### src/hw/sfc_pkg.sv
package sfc_pkg;

    // ************************************************************
    // Clock and timing
    // ************************************************************
    localparam int CLK_PERIOD_NS   = 20;          // System clock period
    localparam int BUSY_LAT_NS     = 200;         // Deselect to busy low, max
    localparam int BUSY_LAT_CYC    =
        (BUSY_LAT_NS / CLK_PERIOD_NS < 1) ? 1 : BUSY_LAT_NS / CLK_PERIOD_NS;
    localparam int XFER_US         = 250;         // Page to buffer, max
    localparam int XFER_LV_US      = 300;         // Low-voltage variant
    localparam int ERASE_PROG_MS   = 20;          // Erase plus program
    localparam int PROG_MS         = 14;          // Program only
    localparam int PAGE_ERASE_MS   = 8;           // Page erase
    localparam int BLOCK_ERASE_MS  = 12;          // Block erase
    // Longest times round down to whole cycles
    localparam int XFER_CYC        = XFER_US * 1000 / CLK_PERIOD_NS;
    localparam int XFER_LV_CYC     = XFER_LV_US * 1000 / CLK_PERIOD_NS;
    localparam int ERASE_PROG_CYC  = ERASE_PROG_MS * 1000000 / CLK_PERIOD_NS;
    localparam int PROG_CYC        = PROG_MS * 1000000 / CLK_PERIOD_NS;
    localparam int PAGE_ERASE_CYC  = PAGE_ERASE_MS * 1000000 / CLK_PERIOD_NS;
    localparam int BLOCK_ERASE_CYC = BLOCK_ERASE_MS * 1000000 / CLK_PERIOD_NS;
    localparam int BUSY_CNT_W      = 24;          // Width of busy counter

    // ************************************************************
    // Command frame layout
    // ************************************************************
    localparam int FRAME_BITS      = 32;          // Opcode plus three bytes
    localparam int BIT_CNT_W       = 6;
    localparam int OPC_MSB         = 31;
    localparam int OPC_LSB         = 24;
    localparam int RSV_MSB         = 23;
    localparam int RSV_LSB         = 22;
    localparam int PAGE_MSB        = 21;
    localparam int PAGE_LSB        = 10;
    localparam int BYTE_MSB        = 9;
    localparam int BYTE_LSB        = 0;

    // ************************************************************
    // Opcodes that start an internal operation on deselect
    // ************************************************************
    localparam logic [7:0] OPC_XFER1  = 8'h53;
    localparam logic [7:0] OPC_XFER2  = 8'h55;
    localparam logic [7:0] OPC_CMP1   = 8'h60;
    localparam logic [7:0] OPC_CMP2   = 8'h61;
    localparam logic [7:0] OPC_RWR1   = 8'h58;
    localparam logic [7:0] OPC_RWR2   = 8'h59;
    localparam logic [7:0] OPC_EPRG1  = 8'h83;
    localparam logic [7:0] OPC_EPRG2  = 8'h86;
    localparam logic [7:0] OPC_PRG1   = 8'h88;
    localparam logic [7:0] OPC_PRG2   = 8'h89;
    localparam logic [7:0] OPC_MPRG1  = 8'h82;
    localparam logic [7:0] OPC_MPRG2  = 8'h85;
    localparam logic [7:0] OPC_PERASE = 8'h81;
    localparam logic [7:0] OPC_BERASE = 8'h50;

    // Reset values
    localparam logic       BUSY_N_RST = 1'b1;     // Ready after reset

    typedef enum logic [1:0] {
        SFC_IDLE,
        SFC_LAUNCH,
        SFC_BUSY
    } sfc_state_type;

endpackage

### src/hw/sfc_top.sv
`timescale 1ns/100ps
`default_nettype none

// Function
// - Accept either clock idle level at select
// - Sample serial input on rising clock edge
// - Opcode then three address bytes, MSB first
// - Transfer or compare done within 250 us
// - Erase and program within their limits
// - Busy low within 200 ns of deselect
module sfc_top #(
    parameter int XFER_CYC_P   = sfc_pkg::XFER_CYC,        // Transfer time
    parameter int EP_CYC_P     = sfc_pkg::ERASE_PROG_CYC,  // Erase+program
    parameter int PROG_CYC_P   = sfc_pkg::PROG_CYC,        // Program only
    parameter int PERASE_CYC_P = sfc_pkg::PAGE_ERASE_CYC,  // Page erase
    parameter int BERASE_CYC_P = sfc_pkg::BLOCK_ERASE_CYC  // Block erase
) (
    // System clock and reset
    input  wire logic        REF_CLK_I,
    input  wire logic        ARST_N_I,
    input  wire logic        CE_I,
    // Serial link pins
    input  wire logic        CS_N_I,
    input  wire logic        SCK_I,
    input  wire logic        SI_I,
    output var  logic        RDY_BUSY_N_O,
    // Decoded command to user side
    output var  logic        CMD_VALID_O,
    output var  logic [7:0]  CMD_OPCODE_O,
    output var  logic [11:0] CMD_PAGE_ADDRESS_O,
    output var  logic [9:0]  CMD_BYTE_ADDRESS_O,
    output var  logic        CMD_RSV_ERR_O
);
    import sfc_pkg::*;

    // ************************************************************
    // Pin synchronisers
    // ************************************************************
    logic cs_n_s;                       // Synchronised select
    logic sck_s;                        // Synchronised serial clock
    logic si_s;                         // Synchronised serial input

    sfc_sync u_cs (
        .clk_i     (REF_CLK_I),
        .arst_n_i  (ARST_N_I),
        .ce_i      (CE_I),
        .rst_val_i (1'b1),
        .d_i       (CS_N_I),
        .q_o       (cs_n_s)
    );
    sfc_sync u_sck (
        .clk_i     (REF_CLK_I),
        .arst_n_i  (ARST_N_I),
        .ce_i      (CE_I),
        .rst_val_i (1'b1),
        .d_i       (SCK_I),
        .q_o       (sck_s)
    );
    sfc_sync u_si (
        .clk_i     (REF_CLK_I),
        .arst_n_i  (ARST_N_I),
        .ce_i      (CE_I),
        .rst_val_i (1'b1),
        .d_i       (SI_I),
        .q_o       (si_s)
    );

    // ************************************************************
    // Edge and select detection
    // ************************************************************
    logic cs_n_d_reg;                   // Select, one cycle late
    logic sck_d_reg;                    // Clock, one cycle late
    wire  sck_rise  = sck_s & ~sck_d_reg & ~cs_n_s;  // Rising edge in frame
    wire  cs_fall   = cs_n_d_reg & ~cs_n_s;          // Frame start
    wire  cs_rise   = ~cs_n_d_reg & cs_n_s;          // Frame end

    // Edge history; sck_d_reg tracks the clock outside frames as well,
    // so a clock already resting high (mode 3) shows no edge at select
    always_ff @(posedge REF_CLK_I or negedge ARST_N_I) begin
        if (!ARST_N_I) begin
            cs_n_d_reg <= 1'b1;
            sck_d_reg  <= 1'b1;         // Same as synchroniser reset
        end else if (CE_I) begin
            cs_n_d_reg <= cs_n_s;
            sck_d_reg  <= sck_s;        // Either idle level works
        end
    end

    // ************************************************************
    // Frame shifter
    // ************************************************************
    logic [FRAME_BITS-1:0] shift_reg;   // Bits received, MSB first
    logic [BIT_CNT_W-1:0]  bits_reg;    // Bits received this frame
    wire                   bits_full = (bits_reg >= BIT_CNT_W'(FRAME_BITS));

    // Shift on each rising serial clock edge in frame until FRAME_BITS bits are held
    always_ff @(posedge REF_CLK_I or negedge ARST_N_I) begin
        if (!ARST_N_I) begin
            shift_reg <= '0;
            bits_reg  <= '0;
        end else if (CE_I) begin
            if (cs_fall) begin
                bits_reg <= '0;         // New frame, clear count
            end else if (sck_rise && !bits_full) begin
                shift_reg <= {shift_reg[FRAME_BITS-2:0], si_s};
                bits_reg  <= bits_reg + BIT_CNT_W'(1);
            end
        end
    end

    // ************************************************************
    // Field decode
    // ************************************************************
    wire [7:0]  opc      = shift_reg[OPC_MSB:OPC_LSB];
    wire [1:0]  rsv      = shift_reg[RSV_MSB:RSV_LSB];
    wire [11:0] page_address = shift_reg[PAGE_MSB:PAGE_LSB];
    wire [9:0]  byte_address = shift_reg[BYTE_MSB:BYTE_LSB];

    // Operation length selected by opcode; zero means no operation
    logic [BUSY_CNT_W-1:0] op_len;
    always_comb begin
        case (opc)
            OPC_XFER1, OPC_XFER2,
            OPC_CMP1, OPC_CMP2:    op_len = BUSY_CNT_W'(XFER_CYC_P);
            OPC_RWR1, OPC_RWR2,
            OPC_EPRG1, OPC_EPRG2,
            OPC_MPRG1, OPC_MPRG2:  op_len = BUSY_CNT_W'(EP_CYC_P);
            OPC_PRG1, OPC_PRG2:    op_len = BUSY_CNT_W'(PROG_CYC_P);
            OPC_PERASE:            op_len = BUSY_CNT_W'(PERASE_CYC_P);
            OPC_BERASE:            op_len = BUSY_CNT_W'(BERASE_CYC_P);
            default:               op_len = '0;
        endcase
    end
    wire launch = cs_rise && bits_full && (op_len != '0);

    // ************************************************************
    // Busy state machine
    // ************************************************************
    sfc_state_type         state_reg;
    sfc_state_type         state_next;
    logic [BUSY_CNT_W-1:0] cnt_reg;     // Remaining busy cycles
    logic [BUSY_CNT_W-1:0] cnt_next;

    // Next state; new frames during busy are decoded but not launched
    always_comb begin
        state_next = state_reg;
        cnt_next   = cnt_reg;
        case (state_reg)
            SFC_IDLE: begin
                if (launch) begin
                    state_next = SFC_BUSY;   // Busy next cycle
                    cnt_next   = op_len - BUSY_CNT_W'(1);
                end
            end
            SFC_BUSY: begin
                if (cnt_reg == '0) begin
                    state_next = SFC_IDLE;   // Operation done
                end else begin
                    cnt_next = cnt_reg - BUSY_CNT_W'(1);
                end
            end
            default: begin
                state_next = SFC_IDLE;
                cnt_next   = '0;
            end
        endcase
    end

    always_ff @(posedge REF_CLK_I or negedge ARST_N_I) begin
        if (!ARST_N_I) begin
            state_reg <= SFC_IDLE;
            cnt_reg   <= '0;
        end else if (CE_I) begin
            state_reg <= state_next;
            cnt_reg   <= cnt_next;
        end
    end

    // Busy pin from a flop: low for the whole operation
    always_ff @(posedge REF_CLK_I or negedge ARST_N_I) begin
        if (!ARST_N_I) begin
            RDY_BUSY_N_O <= BUSY_N_RST;
        end else if (CE_I) begin
            RDY_BUSY_N_O <= (state_next != SFC_BUSY);
        end
    end

    // ************************************************************
    // Command report to user side
    // ************************************************************
    always_ff @(posedge REF_CLK_I or negedge ARST_N_I) begin
        if (!ARST_N_I) begin
            CMD_VALID_O        <= 1'b0;
            CMD_OPCODE_O       <= '0;
            CMD_PAGE_ADDRESS_O <= '0;
            CMD_BYTE_ADDRESS_O <= '0;
            CMD_RSV_ERR_O      <= 1'b0;
        end else if (CE_I) begin
            CMD_VALID_O <= cs_rise && bits_full;   // One-cycle pulse
            if (cs_rise && bits_full) begin
                CMD_OPCODE_O       <= opc;
                CMD_PAGE_ADDRESS_O <= page_address;
                CMD_BYTE_ADDRESS_O <= byte_address;
                CMD_RSV_ERR_O      <= (rsv != 2'h0);  // Flags host slip
            end
        end
    end
endmodule

`default_nettype wire

### src/hw/sfc_sync.sv
`timescale 1ns/100ps
`default_nettype none

// Two-stage synchroniser for one bit
module sfc_sync (
    // Clock and reset
    input  wire logic clk_i,
    input  wire logic arst_n_i,
    input  wire logic ce_i,
    input  wire logic rst_val_i,
    // Data
    input  wire logic d_i,
    output var  logic q_o
);
    logic meta_reg;                 // First stage, read only by second

    // ************************************************************
    // Two flops; both reset high, the idle level of select
    // ************************************************************
    always_ff @(posedge clk_i or negedge arst_n_i) begin
        if (!arst_n_i) begin
            meta_reg <= 1'b1;
            q_o      <= 1'b1;
        end else if (ce_i) begin
            meta_reg <= d_i;
            q_o      <= meta_reg;
        end
    end

    // rst_val_i is kept for port symmetry; idle pins sit high
    logic unused_rst;
    assign unused_rst = rst_val_i;

endmodule

`default_nettype wire

### config.mk
export PLATFORM = sky130hd
export DESIGN_NAME = sfc_top
export DESIGN_NICKNAME = d
export VERILOG_FILES = /design/src/hw/sfc_pkg.sv /design/src/hw/sfc_top.sv /design/src/hw/sfc_sync.sv
export SDC_FILE = /design/constraint.sdc
export NUM_CORES = 1
export LEC_CHECK = 0
export ABC_AREA = 1
export BUFFER_PORTS_ARGS = -buffer_cell sky130_fd_sc_hd__buf_4
export CAP_MARGIN = 5
export CORE_MARGIN = 2
export CORE_UTILIZATION = 60
export CTS_BUF_LIST = sky130_fd_sc_hd__clkbuf_16
export DETAILED_ROUTE_END_ITERATION = 8
export PLACE_DENSITY = 0.82
export SYNTH_ARGS = -nofsm -noshare
export SYNTH_HDL_FRONTEND = slang
export SYNTH_SLANG_ARGS = --single-unit
export TNS_END_PERCENT = 1
### constraint.sdc
create_clock -name REF_CLK_I -period 2.75 [get_ports REF_CLK_I]
set_input_delay 0 -clock REF_CLK_I [delete_from_list [all_inputs] [get_ports REF_CLK_I]]
set_output_delay 0 -clock REF_CLK_I [all_outputs]
set_load 0.03 [all_outputs]
# --- Yosys cells after proc, flatten, opt, wreduce, memory -nomap -nowiden ---
# Index checks and enable logic that the tools add are counted.
totals:
  regBits: 105
  in_bits: 6
  output_inout_bits: 33
  wordCells: 73
op_classes:
  addsub: 3
  magnitude_cmp: 1
  n_eq_ne: 18
  mux: 9
  bitwise_logic: 8
  reduce_logical: 16
ops:
  columns: ["operator", "count"]
  rows:
  - ["20-bit case mux with 5 select lines", 1]
  - ["8-bit by 7-bit equality test with 1-bit output, second input constant", 7]
  - ["8-bit equality test, second input constant", 7]
  - ["24-bit 2-to-1 mux", 2]
  - ["24-bit case mux with 2 select lines", 1]
  - ["24-bit by 1-bit subtractor with 24-bit output, second input constant", 2]
  - ["24-bit zero test", 1]
  - ["24-bit nonzero test", 1]
  - ["6-bit 2-to-1 mux", 2]
  - ["6-bit by 1-bit adder with 6-bit output, second input constant", 1]
  - ["6-bit greater-or-equal comparator, second input constant", 1]
  - ["2-bit inequality test, second input constant", 3]
  - ["3-bit AND reduction", 2]
  - ["6-bit OR reduction", 1]
  - ["1-bit AND", 4]
  - ["2-bit 2-to-1 mux", 2]
  - ["1-bit inverter", 4]
  - ["2-bit case mux with 2 select lines", 1]
  - ["2-bit AND reduction", 2]
  - ["2-bit nonzero test", 2]
  - ["4-bit OR reduction", 1]
  - ["1-bit logical AND", 3]
  - ["2-bit equality test, second input constant", 1]
  - ["2-bit zero test", 1]
  - ["2 further kinds", 2]

# --- Longest topological paths before layout ---
logic_depth:
  ltp_word: 8
  ltp_mapped: 16
  ltp_nobuf: 16

# --- Cells and area by module ---
# A second synthesis with hierarchy kept.
unflattened:
  cells_unflattened: 662
  hier_area_um2: 5262.5
modules_own_cells:
  columns: ["module", "n_inst", "cells_per_inst", "area_per_inst_um2", "seq_area_each_um2"]
  rows:
  - ["sfc_top", 1, 635, 5026.1, 2481.1]
  - ["sfc_sync", 3, 9, 78.8, 52.6]

# --- Worst setup path before layout ---
# No wires, ideal clock.
synth_timing:
  path_kind: "register -> register"
  from: "register state_reg[0]"
  to: "register cnt_reg[18]"
  setup_ps: 117
  arrival_time_ps: 1894
  required_ps: 2633
  path_slack_ps: 739
  path_stages_with_launch: 16
  n_path_buf: 1
  path_cell_list: "dfrtp_1 > inv_2 > nand2_8 > buf_2 > nor2_1 > inv_1 > ha_1 > nand2_1 > a21oi_2 > nand2_4 > nor2_8 > nand2_4 > nor2_4 > nand3b_1 > nand3_1 > nand2_1"
synth_between:
  elab_chain_cells: 3
  elab_cells_between_ends: 6
synth_rtl:
  columns: ["item", "line_no", "rtl"]
  rows:
  - ["from (decl)", "sfc_top.sv:139", "sfc_state_type state_reg;"]
  - ["from (signal assigned)", "sfc_top.sv:174", "state_reg <= state_next;"]
  - ["2-bit equality test / 2-bit zero test (equally long branches)", "sfc_top.sv:148", "case (state_reg)"]
  - ["2-bit inequality test (no source line)", null, null]
  - ["3-bit AND reduction (no source line)", null, null]
  - ["to (signal assigned)", "sfc_top.sv:175", "cnt_reg <= cnt_next;"]
  - ["to (decl)", "sfc_top.sv:141", "logic [BUSY_CNT_W-1:0] cnt_reg;"]
# Parallel ways exist; a longest one is shown, timed or not.
# A chain may end at the register's enable or synchronous reset.

# --- Worst setup path after layout ---
layout_timing:
  from: "register shift_reg[28]"
  to: "register cnt_reg[10]"
layout_between:
  elab_chain_cells: 7
  elab_cells_between_ends: 25
layout_rtl:
  columns: ["item", "line_no", "rtl"]
  rows:
  - ["from (decl)", "sfc_top.sv:92", "logic [FRAME_BITS-1:0] shift_reg;"]
  - ["from (signal assigned)", "sfc_top.sv:105", "shift_reg <= {shift_reg[FRAME_BITS-2:0], si_s};"]
  - ["8-bit by 7-bit equality test with 1-bit output / 8-bit equality test (equally long branches)", "sfc_top.sv:122", "case (opc)"]
  - ["6-bit OR reduction (tied with other cells)", "sfc_top.sv:122", null]
  - ["20-bit case mux with 5 select lines *", "sfc_top.sv:122", null]
  - ["parallel branches: the longest is 4 deep, another holds 24-bit by 1-bit subtractor with 24-bit output", null, null]
# Every way passes the cells marked *. The select of a mux whose other input is x is not followed.

==> qor.txt <==
EDFF count, synth - 0
Fraction of synthesized cell area taken by the top area cell type - 45.0%
Fraction of layout instances using a drive strength above 1 - 21.5%
Setup repair after global routing missed its margin - false
Largest fanout on the critical path - 15
Final setup violation count - 0
Overall Global Routing Usage - 25.6%
Std-Cell Rows - 34
Number of I/O pins - 39
Sw Share - 36.9%
Final period utilization - 84.4%
Critical path required time - 3.01 ns
Number of distinct library cell variants in the gate-level netlist after synthesis - 42
RD Place Congestion - 0.929
Clock-pin slew reported for the worst setup and hold paths after clock tree synthesis - 0.08 ns
Kind of path behind the tightest hold check - in2async
Wire per inst - 14.7 µm
Async S/R FF share, synth - 100%
Power density over the cells - 798 nW/µm²
Layout-stage area growth over the synthesis result - 14.0%
Max-Slew Margin vs Limit - 42.7%
Crit path DAT - 2.59 ns
Die width - 98.3 µm
Synthesized instance count - 629
Overall power after layout - 4.86 mW
Count leader, synth - nand2_1
CTS H-tree depth - 3
Core area - 8680 µm²
Clock tree from TritonCTS - yes
Path depth of the worst reg2reg path - 13
First-pass GRT wire length - 20.1 mm
Finished Layout Cells - 782
Post-synthesis cell type with the largest combined area - dfrtp_1
Insertion delay to the later sink of the worst-skew pair - 0.35 ns
Outcome - finished clean
Vias after detailed routing - 4,225
Clock network fraction of total power - 27.8%
Post-detail-place hpwl - 7.65 mm
Sort of element at the start of the critical path - flop
Remaining global-route overflow - 0
Number of clock sinks seen by CTS - 105
Antenna violations before repair - 0
Sequential cell fraction of total power - 40.7%
Most used flip-flop cell after synthesis - dfrtp_1
Iteration count of the initial detailed-routing pass - 5
Final critical path time including I/O delays and setup - 2.32 ns
Post CTS Setup Buffer Count - 0
Top cells by count, synth - 151 x nand2_1, 96 x dfrtp_1, 80 x o21ai_0
Number of hold-slack violations in the final timing report - 0
Initial standard-cell utilization of the core - 61.5%
Setup crit end kind - flop
Placed instance count - 758
Number of inserted diodes - 0
Number of port buffers - 38
TritonCTS buffer count - 9
Maximum number of pins on one net before global-route repair - 70
Lkg Pwr - 2.96 nW
Design internal power - 3.07 mW
Register bit total from synthesis - 105
Clock tree buffer depth - 2
Die H - 98.3 µm
Number of global-route vias before repair - 4,124
Total Nets Final - 678
Minimum hold slack - 0.314 ns
Maximum Capacitance Violations - 0
Iteration-0 DRC count of the detailed router - 328
Vias per Instance - 5.40
Comb pwr share - 31.4%
Root Buffer Master - clkbuf_16
Setup Total Neg Slack - 0 ns
Largest register FFs - 32
Final wirelength - 11.5 mm
Layout filler cell count - 664
Actual transition at the worst max-transition pin - 0.859 ns
Setup skew after layout - 0.0119 ns
Number of buffers inserted for hold repair after clock tree synthesis - 8
Largest voltage drop on the vdd net - 0.000388 V
Slew Limit Fails - 0
Area contributors post-synth - dfrtp_1 45%, nand2_1 11%, o21ai_0 7.5%, inv_1 5.1%, dfstp_2 4.4%
Number of gates resized after CTS - 0
Syn Area/Cell - 8.48 µm²
Number of warnings printed during yosys synthesis - 0
Antenna-violating nets left - 0
Share of synthesized area occupied by flip-flops and latches - 49.5%
Synthesized netlist net count - 638
Number of remaining DRC errors - 0
CP Class - reg2reg
Switching power - 1.79 mW
Cell area after synthesis - 5330 µm²
Die Outline Area - 9660 µm²
Peak clock frequency supported by timing - 431 MHz
[routing by layer]
| layer | track usage (%) | wire length [µm] | vias up |
|---|---|---|---|
| li1 | - | - | 2094 |
| met3 | 3.87 | 483 | 12 |
| met1 | 35.0 | 5090 | 2012 |
| met5 | 0 | 0 | - |
| met2 | 43.1 | 5830 | 107 |
| met4 | 6.95 | 127 | 0 |
[cell type report]
type	instances	area (µm²)	area share (%)
clock buffers	9	225	3.70
clock inverters	7	95.1	1.56
inverters	86	328	5.39
multi-input cells	417	2260	37.2
flip-flops and latches	105	2640	43.4
well taps	108	135	2.22
repair buffers	50	395	6.50
[placed cells by master, fill, tap and decap left out, types with 2 or more instances in the layout]
master | synthesis | layout
nand4_1 | 4 | 4
o22ai_2 | 11 | 11
buf_4 | 3 | 42
nor4_1 | 3 | 3
nor2_4 | 7 | 7
nand3_1 | 36 | 35
nor2_2 | 6 | 6
o211ai_1 | 2 | 2
nand2_1 | 151 | 150
xor2_1 | 8 | 8
ha_1 | 3 | 3
clkbuf_16 | 0 | 9
dfrtp_1 | 96 | 96
nand2_2 | 16 | 17
nor2_1 | 38 | 38
clkinv_4 | 0 | 2
inv_4 | 2 | 2
nor2_8 | 2 | 2
a21oi_1 | 7 | 7
dfstp_2 | 9 | 9
o22ai_1 | 3 | 3
nand2_4 | 6 | 6
inv_2 | 11 | 11
o21ai_1 | 6 | 6
xnor2_1 | 2 | 2
dlygate4sd3_1 | 0 | 8
o21ai_0 | 80 | 80
inv_8 | 0 | 2
nand3_2 | 8 | 9
o21ai_2 | 2 | 2
nor3_1 | 4 | 4
inv_1 | 73 | 73
o21bai_1 | 3 | 3
[worst max-delay path, stage by stage (launching register included)]
cell and delay [ns]:
dfrtp_1 0.42, inv_1 0.12, nand2_1 0.11, nor2_4 0.18, nand2_2 0.13, nand2_1 0.10
nor2_1 0.05, nand2_1 0.06, o21ai_2 0.09, nand3_2 0.12, nand2_4 0.11, nor2_4 0.36
inv_2 0.23, o22ai_2 0.15
[worst paths after layout]
| kind | startpoint | end | slack [ns] |
|---|---|---|---|
| min in group REF_CLK_I | CE_I | u_si.q_o | 0.46 |
| min | ARST_N_I | CMD_BYTE_ADDRESS_O[6] | 0.31 |
| max reg2reg | shift_reg[28] | cnt_reg[10] | 0.43 |
| max | shift_reg[28] | cnt_reg[10] | 0.43 |
| max in group asynchronous | ARST_N_I | cs_n_d_reg | 1.59 |
| min reg2reg | u_sck.meta_reg | u_sck.meta_reg | 0.47 |
[power groups by stage]
stage               registers (mW)  logic [mW]  clock network, mW
finish                        1.98        1.53               1.35
global route                  2.01        1.71               1.44
CTS                           1.97        1.53               1.38
detailed placement            2.00        1.50                  0
global placement              1.99        1.48                  0
floorplan                     1.98        1.19                  0
[kinds of logic after synthesis]
kind of cell             synth area share, %
XOR/XNOR                                1.64
AND/OR/NAND/NOR                         26.4
buffers and inverters                   8.21
multiplexers                           0.211
flip-flops                              49.5
adder cells (fa/ha/maj)                0.704
AO/OA/AOI/OAI                           13.3
[stage by stage]
step | utilization, % | setup slack (ns) | area (µm²)
2_1_floorplan | - | 0.739 | 5330
3_3_place_gp | 65.5 | 0.527 | 5680
3_5_place_dp | 65.5 | 0.494 | 5680
4_1_cts | 70.1 | 0.418 | 6080
5_1_grt | 70.1 | 0.246 | 6080
6_report | 70.1 | 0.429 | 6080
Note: power is estimated with default switching activity, not from simulation.
